==> src/hdl/opc_defines.vh <==
`ifndef OPC_DEFINES_VH
`define OPC_DEFINES_VH

// ----------------------------------------------------------------------
// register offsets
// ----------------------------------------------------------------------
`define OPC_OFS_CTL        8'h00
`define OPC_OFS_PLL        8'h04

// ----------------------------------------------------------------------
// oscillator_control field positions
// ----------------------------------------------------------------------
`define OPC_B_XTAL_PU      28
`define OPC_B_MON_EN       22
`define OPC_B_PLL_EN       21
`define OPC_B_PLL_PU       20
`define OPC_B_BYPASS       18
`define OPC_B_XTAL_STB     17
`define OPC_B_XTAL_EN      16
`define OPC_B_CAL_HI       15
`define OPC_B_CAL_LO       8
`define OPC_B_ADJ_HI       7
`define OPC_B_ADJ_LO       3
`define OPC_B_RF_EN        2
`define OPC_B_RC_STB       1
`define OPC_B_RC_EN        0

// ----------------------------------------------------------------------
// pll_source_select field, pll and adjust reset values
// ----------------------------------------------------------------------
`define OPC_B_PLL_SEL      15
`define OPC_PLL_RESET      32'h0000_0000
`define OPC_ADJ_RESET      5'h10

// ----------------------------------------------------------------------
// system clock source codes
// ----------------------------------------------------------------------
`define OPC_SYS_RC         2'h0
`define OPC_SYS_XTAL       2'h1
`define OPC_SYS_PLL        2'h2

`endif

==> src/hdl/opc_osc_pll_ctrl.v <==
`timescale 1ns/1ps
`include "opc_defines.vh"

// What this block does
// RULE_01 - low-power entry clears pll and crystal enables
// RULE_02 - pll power-up not clearable while pll is sysclk
// RULE_03 - pll enable not clearable while pll is sysclk
// RULE_04 - bypass writable only with crystal off
// RULE_05 - bypass passes external clock as crystal output
// RULE_06 - crystal stable flag follows crystal readiness
// RULE_07 - crystal enable held while it feeds sysclk
// RULE_08 - forced crystal off under pll moves sysclk to rc
// RULE_09 - monitor failure clears crystal enable
// RULE_10 - monitored crystal failure disables crystal
// RULE_11 - rc calibration loaded at power-on
// RULE_12 - rc trim is adjust plus calibration
// RULE_13 - rf differential clock needs rc enable; a write that clears rc enable can leave rf set
// RULE_14 - rc stable flag follows rc readiness
// RULE_15 - rc enable held while rc is sysclk
// RULE_16 - low-power exit sets rc enable
// RULE_17 - stuck crystal under monitor sets rc enable
// RULE_18 - pll source bit picks rc or crystal
// RULE_19 - software keeps pll reserved bits at reset
// RULE_20 - pll register at 0x04, resets to zero
// RULE_21 - byte, half-word and word accesses supported; pll writes without byte 1 clear pll_source_sel
// RULE_22 - blocked bit keeps value, others update
// RULE_23 - hardware events win over software writes
module opc_osc_pll_ctrl
(
  input  wire        clk,
  input  wire        reset_n,
  input  wire        reg_sel,
  input  wire        reg_wr,
  input  wire [7:0]  reg_addr,
  input  wire [3:0]  reg_be,
  input  wire [31:0] reg_wdata,
  output reg  [31:0] reg_rdata,
  input  wire [1:0]  sys_clk_src,
  input  wire        lp_enter,
  input  wire        lp_exit,
  input  wire        xtal_ready_raw,
  input  wire        rc_ready_raw,
  input  wire        xtal_fail_raw,
  input  wire        xtal_stuck_raw,
  input  wire [7:0]  rc_cal_value,
  input  wire        ext_clk_in,
  input  wire        xtal_osc_clk,
  output reg         xtal_out_clk,
  output reg  [7:0]  rc_trim,
  output reg         pll_enable,
  output reg         pll_power_up,
  output reg         crystal_enable,
  output reg         crystal_power_up,
  output reg         crystal_bypass_en,
  output reg         crystal_monitor_en,
  output reg         rc_osc_enable,
  output reg         rc_rf_diff_clk_en,
  output reg         pll_source_sel,
  output reg         force_sys_rc
);

  // --------------------------------------------------------------------
  // functions
  // --------------------------------------------------------------------
  // merge write data into a word under byte enables
  function [31:0] be_merge;
    input [31:0] old_v;
    input [31:0] new_v;
    input [3:0]  be;
    integer      i;
    begin
      be_merge = old_v;
      for (i = 0; i < 4; i = i + 1)
        if (be[i])
          be_merge[i*8 +: 8] = new_v[i*8 +: 8];
    end
  endfunction

  // --------------------------------------------------------------------
  // input synchronisers
  // --------------------------------------------------------------------
  reg  [4:0] sync1_q;
  reg  [4:0] sync2_q;
  reg        ext_s1_q;
  reg        ext_s2_q;
  reg        xo_s1_q;
  reg        xo_s2_q;
  wire       xtal_ready_s = sync2_q[0];
  wire       rc_ready_s   = sync2_q[1];
  wire       xtal_fail_s  = sync2_q[2];
  wire       xtal_stuck_s = sync2_q[3];
  wire       lp_s         = sync2_q[4];

  // two flops on the raw status and clock inputs, lp_enter and lp_exit used directly
  always @(posedge clk or negedge reset_n)
  begin
    if (!reset_n)
    begin
      sync1_q  <= 5'h00;
      sync2_q  <= 5'h00;
      ext_s1_q <= 1'b0;
      ext_s2_q <= 1'b0;
      xo_s1_q  <= 1'b0;
      xo_s2_q  <= 1'b0;
    end
    else
    begin
      sync1_q  <= {1'b0, xtal_stuck_raw, xtal_fail_raw,
                   rc_ready_raw, xtal_ready_raw};
      sync2_q  <= sync1_q;
      ext_s1_q <= ext_clk_in;
      ext_s2_q <= ext_s1_q;
      xo_s1_q  <= xtal_osc_clk;
      xo_s2_q  <= xo_s1_q;
    end
  end

  // --------------------------------------------------------------------
  // calibration capture
  // --------------------------------------------------------------------
  reg        cal_done_q;
  reg  [7:0] cal_q;

  // latched once in the first cycle after reset release
  always @(posedge clk or negedge reset_n)
  begin
    if (!reset_n)
    begin
      cal_done_q <= 1'b0;
      cal_q      <= 8'h00;
    end
    else if (!cal_done_q)
    begin
      cal_done_q <= 1'b1;
      cal_q      <= rc_cal_value; // [RULE_11]
    end
  end

  // --------------------------------------------------------------------
  // register write path
  // --------------------------------------------------------------------
  reg  [4:0] adj_q;
  wire       wr_ctl = reg_sel & reg_wr & (reg_addr == `OPC_OFS_CTL);
  wire       wr_pll = reg_sel & reg_wr & (reg_addr == `OPC_OFS_PLL); // [RULE_20]
  wire [31:0] ctl_cur;
  wire [31:0] ctl_new;
  wire [31:0] pll_new;
  wire       sys_pll  = (sys_clk_src == `OPC_SYS_PLL);
  wire       sys_xtal = (sys_clk_src == `OPC_SYS_XTAL);
  wire       sys_rc   = (sys_clk_src == `OPC_SYS_RC);
  wire       xtal_used = sys_xtal | (sys_pll & pll_source_sel);
  wire       lp_enter_s = lp_enter;
  wire       lp_exit_s  = lp_exit;
  wire       mon_fail = crystal_monitor_en & xtal_fail_s;

  assign ctl_cur = {3'h0, crystal_power_up, 5'h00, crystal_monitor_en,
                    pll_enable, pll_power_up, 1'b0, crystal_bypass_en,
                    1'b0, crystal_enable, cal_q, adj_q,
                    rc_rf_diff_clk_en, 1'b0, rc_osc_enable};
  assign ctl_new = be_merge(ctl_cur, reg_wdata, reg_be); // [RULE_21]
  assign pll_new = be_merge(`OPC_PLL_RESET, reg_wdata, reg_be);

  // software requests filtered by protection, hardware events override
  always @(posedge clk or negedge reset_n)
  begin
    if (!reset_n)
    begin
      pll_enable         <= 1'b0;
      pll_power_up       <= 1'b0;
      crystal_enable     <= 1'b0;
      crystal_power_up   <= 1'b0;
      crystal_bypass_en  <= 1'b0;
      crystal_monitor_en <= 1'b0;
      rc_osc_enable      <= 1'b1;
      rc_rf_diff_clk_en  <= 1'b0;
      adj_q              <= `OPC_ADJ_RESET;
      pll_source_sel     <= 1'b0; // [RULE_20]
    end
    else
    begin
      if (wr_ctl)
      begin
        if (ctl_new[`OPC_B_PLL_EN] | ~sys_pll)
          pll_enable <= ctl_new[`OPC_B_PLL_EN]; // [RULE_03] [RULE_22]
        if (ctl_new[`OPC_B_PLL_PU] | ~sys_pll)
          pll_power_up <= ctl_new[`OPC_B_PLL_PU]; // [RULE_02]
        if (ctl_new[`OPC_B_XTAL_EN] | ~xtal_used)
          crystal_enable <= ctl_new[`OPC_B_XTAL_EN]; // [RULE_07]
        if (~crystal_enable)
          crystal_power_up <= ctl_new[`OPC_B_XTAL_PU];
        if (~crystal_enable & ~crystal_power_up)
          crystal_bypass_en <= ctl_new[`OPC_B_BYPASS]; // [RULE_04]
        crystal_monitor_en <= ctl_new[`OPC_B_MON_EN];
        adj_q <= ctl_new[`OPC_B_ADJ_HI:`OPC_B_ADJ_LO];
        if (ctl_new[`OPC_B_RC_EN] | ~sys_rc)
          rc_osc_enable <= ctl_new[`OPC_B_RC_EN]; // [RULE_15]
        rc_rf_diff_clk_en <= ctl_new[`OPC_B_RF_EN] &
                             rc_osc_enable; // [RULE_13]
      end
      if (wr_pll)
        pll_source_sel <= pll_new[`OPC_B_PLL_SEL]; // [RULE_18]
      // hardware events last so they win
      if (mon_fail)
        crystal_enable <= 1'b0; // [RULE_09] [RULE_10] [RULE_23]
      if (lp_enter_s)
      begin
        pll_enable       <= 1'b0; // [RULE_01]
        pll_power_up     <= 1'b0; // [RULE_01]
        crystal_enable   <= 1'b0; // [RULE_01]
        crystal_power_up <= 1'b0;
      end
      if (lp_exit_s | (crystal_monitor_en & xtal_stuck_s))
        rc_osc_enable <= 1'b1; // [RULE_16] [RULE_17] [RULE_23]
    end
  end

  // --------------------------------------------------------------------
  // status, trim, bypass and fallback outputs
  // --------------------------------------------------------------------
  reg        xtal_stb_q;
  reg        rc_stb_q;
  wire       xtal_drop = crystal_enable & ~crystal_bypass_en &
                         (mon_fail | lp_enter_s);

  // flags qualified by enables, registered outputs
  always @(posedge clk or negedge reset_n)
  begin
    if (!reset_n)
    begin
      xtal_stb_q   <= 1'b0;
      rc_stb_q     <= 1'b0;
      rc_trim      <= 8'h00;
      xtal_out_clk <= 1'b0;
      force_sys_rc <= 1'b0;
    end
    else
    begin
      xtal_stb_q   <= crystal_enable & xtal_ready_s; // [RULE_06]
      rc_stb_q     <= rc_osc_enable & rc_ready_s; // [RULE_14]
      rc_trim      <= cal_q + {3'h0, adj_q}; // [RULE_12]
      xtal_out_clk <= crystal_bypass_en ? ext_s2_q : xo_s2_q; // [RULE_05]
      force_sys_rc <= (sys_pll & pll_source_sel &
                       (mon_fail | lp_enter_s)) |
                      (sys_xtal & xtal_drop); // [RULE_08]
    end
  end

  // --------------------------------------------------------------------
  // read path
  // --------------------------------------------------------------------
  // registered read data, unmapped reads as zero
  always @(posedge clk or negedge reset_n)
  begin
    if (!reset_n)
      reg_rdata <= 32'h0000_0000;
    else if (reg_sel & ~reg_wr)
    begin
      if (reg_addr == `OPC_OFS_CTL)
        reg_rdata <= ctl_cur | {14'h0000, xtal_stb_q, 15'h0000,
                                rc_stb_q, 1'b0};
      else if (reg_addr == `OPC_OFS_PLL)
        reg_rdata <= {16'h0000, pll_source_sel, 15'h0000};
      else
        reg_rdata <= 32'h0000_0000;
    end
  end

endmodule // opc_osc_pll_ctrl
==> config.mk <==
export PLATFORM = sky130hd
export DESIGN_NAME = opc_osc_pll_ctrl
export DESIGN_NICKNAME = d
export VERILOG_FILES = /design/src/hdl/opc_osc_pll_ctrl.v
export VERILOG_INCLUDE_DIRS = /design/src /design/src/hdl
export SDC_FILE = /design/constraint.sdc
export NUM_CORES = 1
export LEC_CHECK = 0
export BUFFER_PORTS_ARGS = -buffer_cell sky130_fd_sc_hd__buf_2
export CORE_UTILIZATION = 51
export CTS_CLUSTER_SIZE = 28
export DETAILED_ROUTE_END_ITERATION = 7
export GPL_TIMING_DRIVEN = 0
export PLACE_DENSITY = 0.86
export SLEW_MARGIN = 20
export SYNTH_ARGS = -nofsm -noshare
export SYNTH_HDL_FRONTEND = slang
export SYNTH_SLANG_ARGS = --single-unit
==> constraint.sdc <==
create_clock -name clk -period 2.8 [get_ports clk]
set_input_delay 0.42 -clock clk [delete_from_list [all_inputs] [get_ports clk]]
set_output_delay 0.42 -clock clk [all_outputs]
set_load 0.005 [all_outputs]
==> run metrics, run 1 <==
RSZ-0062 raised after global routing=false; R2R cell count=6; initial core utilization=54.4%; DP HPWL=about 4.4 mm; Critical Path Start Type=flip-flop; hold slack=between 0.15 and 0.2 ns; Crit Path Class=reg -> reg; fin nets=392; fraction of layout cells with a size suffix above 1=between 40% and 50%; post-route ant nets=0; PortBufs=89; Seq/Total Area, Yosys=around three fifths; chip width=about 77 um; Max FO, Critical Path=3; Die Y=76.8 um; WP data required=roughly 3.0 ns; crit path DAT=~1.9 ns; first-pass GRT wire length=a little over 10 mm; final period utilization=60.3%; Hold Crit Depth=1; switching part of the total power=a little under a quarter; crit path launch=cal_q[0]; vias in the first global route=roughly 2.0k; final WL=roughly 6.1 mm; Reg area=approximately 1800 um2; wire per inst=15.4 um; DR pass1 iterations=4; Slew Viols, Final=0; gr usage total=a little under a quarter; Power Dens Cells=around 560 nW/um2; Fmax achieved=a little under 0.6 GHz; crit-path max cell delay=between 0.4 and 0.5 ns; Worst R2R End=rc_trim[6]; Worst R2R Setup Slack=approximately 1.1 ns; clk slew on worst S/H paths=about 0.08 ns; Fillers=approximately 390; Ys Warns=0; Final GP Congestion=between 0.7 and 0.8; final setup fails=0; total gr overflow=0; number of synthesized flops with an enable pin=0; sequential fraction of design power=slightly above 50%; final period demand of the worst path=between 1.5 and 2 ns; total setup buffers inserted after CTS=0; hold crit path type=in -> reg; Layout Skew=~0.009 ns; asr flop ratio synth=100%; DRT iter0 DRCs=97; Row Count=26; Place WS=0.931 ns; Synth Flop Type=dfrtp_1; Cell Area, Synth=2850 um2; DRC viols=0; Clk pwr share=40.2%; Hold Path End=sync1_q[2]; clock root buffer master=clkbuf_8; Syn Inst Count=210; CP endpoint kind=flip-flop; Max IR drop VDD=~0.00037 V; commonest non-fill, non-tap cell in the layout=buf_2; Slew @ Worst Pin=approximately 0.54 ns; CP bufs+invs=0; Core Footprint=5240 um2; Slowest-stage cell, CP=fa_1; Power Internal=roughly 1.6 mW; area of the multi-input gates=approximately 1000 um2; number of antenna violations at the first check in global routing=0; max_slew headroom=a little under two thirds; reg2reg start=cal_q[0]; setup TNS=0 ns; Die Area=about 5900 um2; post-synth cell types=43; logic gate share of total power=about 8%; Vias=~2k; # IOs=around 120; synthesis-stage register bit count=70; outcome=completed; switching pwr=0.493 mW; synthesis-to-finish area growth=28.2%; Num CTS Buffers=9; Top Family by Delay on Critical Path=adder cells; final instance area=3660 um2; PnR Total Power=between 2 and 2.5 mW; Static Leakage=1.90 nW; HP Start=xtal_fail_raw; CTS sink count=70; Inserted Diodes=0; htree depth=3; clk_lat worst skew=about 0.34 ns; largest net degree at the start of global routing=42; Final Hold Viols=0; Bufs on Longest Clock Path=2; crit path cell chain=ha_1, fa_1, a21o_1, nand2_1, a21oi_1, xor2_1; Vias/cell=between 5 and 6; Post-DP Area=approximately 3400 um2; most frequent cells in the layout=buf_2 (88), dfrtp_1 (68), a22o_1 (22), nand2_1 (11); syn avg cell area=about 14 um2; CTS tree=done; final setup margin=1.11 ns; max_cap viols=0
==> metrics by stage <==
stage / cells / util (%)
6_report: 395 / 69.8
2_1_floorplan: 218 / -
3_3_place_gp: 377 / 65.2
3_5_place_dp: 378 / 65.6
5_1_grt: 395 / 69.8
4_1_cts: 395 / 69.8
==> registers in the layout, summed over array words and instances (netlist names), 4 cells and up <==
signal	flops
cal_q	8
sync1_q	4
rc_trim	8
adj_q	5
reg_rdata	23
sync2_q	4
==> power groups by stage <==
stage / clock network, mW / registers [mW] / logic (mW)
5_1_grt: 0.887 / 1.07 / 0.185
3_5_place_dp: 0 / 1.09 / 0.163
2_1_floorplan: 0 / 1.09 / 0.0720
4_1_cts: 0.842 / 1.07 / 0.165
6_report: 0.827 / 1.07 / 0.163
3_3_place_gp: 0 / 1.09 / 0.153
==> repair_timing <==
| item | in CTS | in global routing |
|---|---|---|
| resized for setup | 0 | 0 |
| hold buffers | 1 | 0 |
| hold endpoints to repair | 17 | 0 |
| endpoints found under the setup margin | 0 | 0 |
==> Yosys cell counts, types with 2 or more instances <==
cell	count	area, um2
nand2b_1	4	25.0
conb_1	2	7.51
dfrtp_1	68	1700
mux2_1	6	67.6
clkbuf_1	4	15.0
mux2i_1	2	20.0
xor2_1	2	17.5
buf_6	3	33.8
inv_1	4	15.0
xnor2_1	2	17.5
nor3b_1	3	22.5
and2_1	3	18.8
nor2_1	3	11.3
buf_4	9	67.6
o21ai_0	8	40.0
a21oi_1	8	40.0
nand2_1	11	41.3
a22o_1	22	193
o31ai_1	2	15.0
nor2b_1	2	12.5
dfstp_2	2	52.6
o211ai_1	3	22.5
mux2_2	10	113
o32ai_1	2	17.5
a21o_1	2	15.0
nor3_2	2	20.0
ha_1	5	62.6
==> worst max path at each step <==
| stage | slack, ns | depth (start not counted) | endpoint |
|---|---|---|---|
| final | 1.11 | 6 | rc_trim[6] |
| after global routing | 1.05 | 5 | rc_trim[4] |
| after CTS | 1.12 | 6 | rc_trim[6] |
| after detailed placement | 0.93 | 5 | crystal_bypass_en |
| after global placement | 0.97 | 5 | crystal_bypass_en |
| after floorplan | 1.22 | 4 | crystal_bypass_en |
==> cell type report <==
class	instances	share of cell area (%)
multi-input combinational	128	27.2
clock buffer	10	3.76
inverter	4	0.411
tap	70	2.40
sequential	70	48.0
timing repair buffer	91	13.1
buffer	16	3.18
clock inverter	6	1.95
==> kinds of logic (layout without fill, tap and decap cells) <==
group	count (synthesis)	count (layout)	share of synthesized area [%]
buffers and inverters	20	127	4.61
adders and majority gates	6	6	2.90
muxes	18	18	7.02
AOI/OAI and AO/OA	49	49	12.7
and+or+nand+nor	41	41	9.79
DFF	70	70	61.5
xor gates and xnor gates	4	4	1.23
other	2	10	0.263
==> routing by layer <==
layer / track usage (%) / vias up / wire length [um]
li1: - / 967 / -
met1: 31.2 / 991 / 2780
met2: 34.6 / 76 / 2900
met3: 6.55 / 8 / 326
met4: 8.65 / 0 / 67
met5: 0 / - / 0
No activity file was read; power rests on OpenSTA's default activity.
==> run 2, diff against run 1 <==
--- a/config.mk
+++ b/config.mk
@@ -7,11 +7,11 @@
 export NUM_CORES = 1
 export LEC_CHECK = 0
 export BUFFER_PORTS_ARGS = -buffer_cell sky130_fd_sc_hd__buf_2
-export CORE_UTILIZATION = 51
+export CORE_UTILIZATION = 43
 export CTS_CLUSTER_SIZE = 28
 export DETAILED_ROUTE_END_ITERATION = 7
 export GPL_TIMING_DRIVEN = 0
-export PLACE_DENSITY = 0.86
+export PLACE_DENSITY = 0.77
 export SLEW_MARGIN = 20
 export SYNTH_ARGS = -nofsm -noshare
 export SYNTH_HDL_FRONTEND = slang
==> constraint.sdc (replaced) <==
create_clock -name clk -period 1.5 [get_ports clk]
set_input_delay 0.225 -clock clk [delete_from_list [all_inputs] [get_ports clk]]
set_output_delay 0.225 -clock clk [all_outputs]
set_load 0.005 [all_outputs]
==> run metrics, run 2 (synthesized netlist as in run 1, its figures left out) <==
CP endpoint kind=flip-flop (unchanged); clk slew on worst S/H paths=0.08 ns (about the same); most frequent cells in the layout=buf_2 (88), dfrtp_1 (67), a22o_1 (22), buf_4 (13), nand2_1 (11) (was buf_2 (88), dfrtp_1 (68), a22o_1 (22), nand2_1 (11)); clock root buffer master=clkbuf_8 (unchanged); most flop-heavy register=reg_rdata (unchanged); fraction of layout cells with a size suffix above 1=45.5% (was 42.5%); number of antenna violations at the first check in global routing=0 (unchanged); final instance area=3870 um2 (was 3660 um2); R2R cell count=6 (unchanged); DP HPWL=4.33 mm (was 4.42 mm); PortBufs=89 (unchanged); Inserted Diodes=0 (unchanged); Hold Path End=crystal_bypass_en (was sync1_q[2]); Worst R2R Setup Slack=-0.05 ns (was 1.11 ns); violated checks=setup timing; max reg flops=23 (unchanged); commonest non-fill, non-tap cell in the layout=buf_2 (unchanged); Worst R2R End=rc_trim[6] (unchanged); Slowest-stage cell, CP=dfrtp_1 (was fa_1); hold crit path type=in -> reg (unchanged); setup TNS=-0.0581 ns (was 0 ns); CTS sink count=70 (unchanged); Max FO, Critical Path=3 (unchanged); max_cap viols=0 (unchanged); Max IR drop VDD=0.000785 V (was 0.000367 V); Static Leakage=1.95 nW (was 1.90 nW); DR pass1 iterations=4 (unchanged); clk_lat worst skew=0.34 ns (about the same); crit path cell chain=ha_4, fa_2, a21o_1, nand2_1, a21oi_2, xor2_1 (was ha_1, fa_1, a21o_1, nand2_1, a21oi_1, xor2_1); Crit Path Class=reg -> reg (unchanged); Final Non-Filler Cells=411 (was 395); Power Dens Cells=1060 nW/um2 (was 563 nW/um2); Reg area=1760 um2 (was 1750 um2); Vias=2078 (was 2042); initial core utilization=44.7% (was 54.4%); Vias/cell=5.06 (was 5.17); Row Count=29 (was 26); final period utilization=103% (was 60.3%); HP Start=reg_wdata[18] (was xtal_fail_raw); RSZ-0062 raised after global routing=true (was false); gr usage total=18.9% (was 22.9%); Post-DP Area=3460 um2 (was 3440 um2); hold slack=0.108 ns (was 0.183 ns); Critical Path Start Type=flip-flop (unchanged); reg2reg start=cal_q[0] (unchanged); largest net degree at the start of global routing=53 (was 42); post-route ant nets=0 (unchanged); crit-path max cell delay=0.43 ns (was 0.42 ns); Place WS=-0.185 ns (was 0.931 ns); chip width=83.4 um (was 76.8 um); Fillers=534 (was 386); Num CTS Buffers=9 (unchanged); WP data required=1.72 ns (was 3.02 ns); DRC viols=0 (unchanged); total gr overflow=0 (unchanged); area of the multi-input gates=1090 um2 (was 996 um2); Final Hold Viols=0 (unchanged); Final GP Congestion=0.767 (was 0.746); Bufs on Longest Clock Path=2 (unchanged); Fmax achieved=0.645 GHz (was 0.593 GHz); final WL=6.17 mm (was 6.07 mm); crit path DAT=1.77 ns (was 1.91 ns); Layout Skew=0.00489 ns (was 0.00894 ns); fin nets=401 (was 392); Die Area=6960 um2 (was 5890 um2); max_slew headroom=65.1% (was 63.9%); Slew @ Worst Pin=0.523 ns (was 0.542 ns); top flop regs=reg_rdata: 23 flops, cal_q: 8 flops, rc_trim: 8 flops (unchanged); Core Footprint=6390 um2 (was 5240 um2); # IOs=117 (unchanged); Die Y=83.4 um (was 76.8 um); htree depth=3 (unchanged); final setup fails=2 (was 0); wire per inst=15.0 um (was 15.4 um); Slew Viols, Final=0 (unchanged); fin util=60.6% (was 69.8%); CTS tree=done (unchanged); vias in the first global route=2154 (was 2013); Hold Crit Depth=2 (was 1); final period demand of the worst path=1.55 ns (was 1.69 ns); PnR Total Power=4.08 mW (was 2.06 mW); synthesis-to-finish area growth=35.6% (was 28.2%); outcome=complete, but fails checks (was completed); DRT iter0 DRCs=74 (was 97); Placed Cells=385 (was 378); final setup margin=-0.0504 ns (was 1.11 ns); first-pass GRT wire length=10.2 mm (was 10.3 mm)
run 2: cell count changes in the layout (fill, tap and decap cells not counted), sizes merged:
cell / before / now
inv: 4 / 6
bufinv: 1 / 2
clkinv: 3 / 0
dlygate4sd3: 1 / 7
buf: 102 / 105
run 2: report_power, final:
part	switching, mW	internal [mW]	total (mW)	leakage (nW)
clock	0.739	0.993	1.73	0.110
sequential	0.0493	1.96	2.00	0.896
combinational	0.166	0.181	0.347	0.948
total	0.955	3.13	4.08	1.95
run 2: worst max-delay path by stage:
stage,endpoint,from,cells past startpoint
global route,rc_trim[6],cal_q[0],6
floorplan,rc_trim[6],cal_q[0],6
detailed placement,crystal_bypass_en,reg_addr[5],5
CTS,rc_trim[6],cal_q[0],6
global placement,crystal_bypass_en,reg_addr[5],5
finish,rc_trim[6],cal_q[0],6
run 2: final cells by class:
class                      count  area share (%)
inverter                       4           0.388
multi-input combinational    128            28.1
sequential                    70            45.4
clock inverter                 6            2.39
buffer                        16            3.01
timing repair buffer         100            14.7
clock buffer                  10            3.56
tap                           77            2.49
run 2: what timing repair did:
| action | in CTS | in global routing |
|---|---|---|
| buffers inserted | 2 | 1 |
| gates resized for setup | 4 | 10 |
| hold endpoints to repair | 24 | 0 |
| setup endpoints to repair | 4 | 5 |
| gates cloned | 0 | 0 |
| pin swaps | 3 | 5 |
| hold buffers | 7 | 0 |
run 2: worst max-delay path: cells and delay by family, from the launching register on:
family          cells  cell delay, ns
fa+ha+maj           2            0.52
flops               1            0.43
compound gates      2            0.26
xor+xnor            1            0.15
simple gates        1            0.09
run 2: per-layer routing:
metal	GRT usage [%]	vias to the layer above	wire, um
met5	0	-	0
met4	7.55	0	102
met3	5.96	9	368
met2	29.9	61	2950
met1	24.2	1025	2750
li1	-	983	-
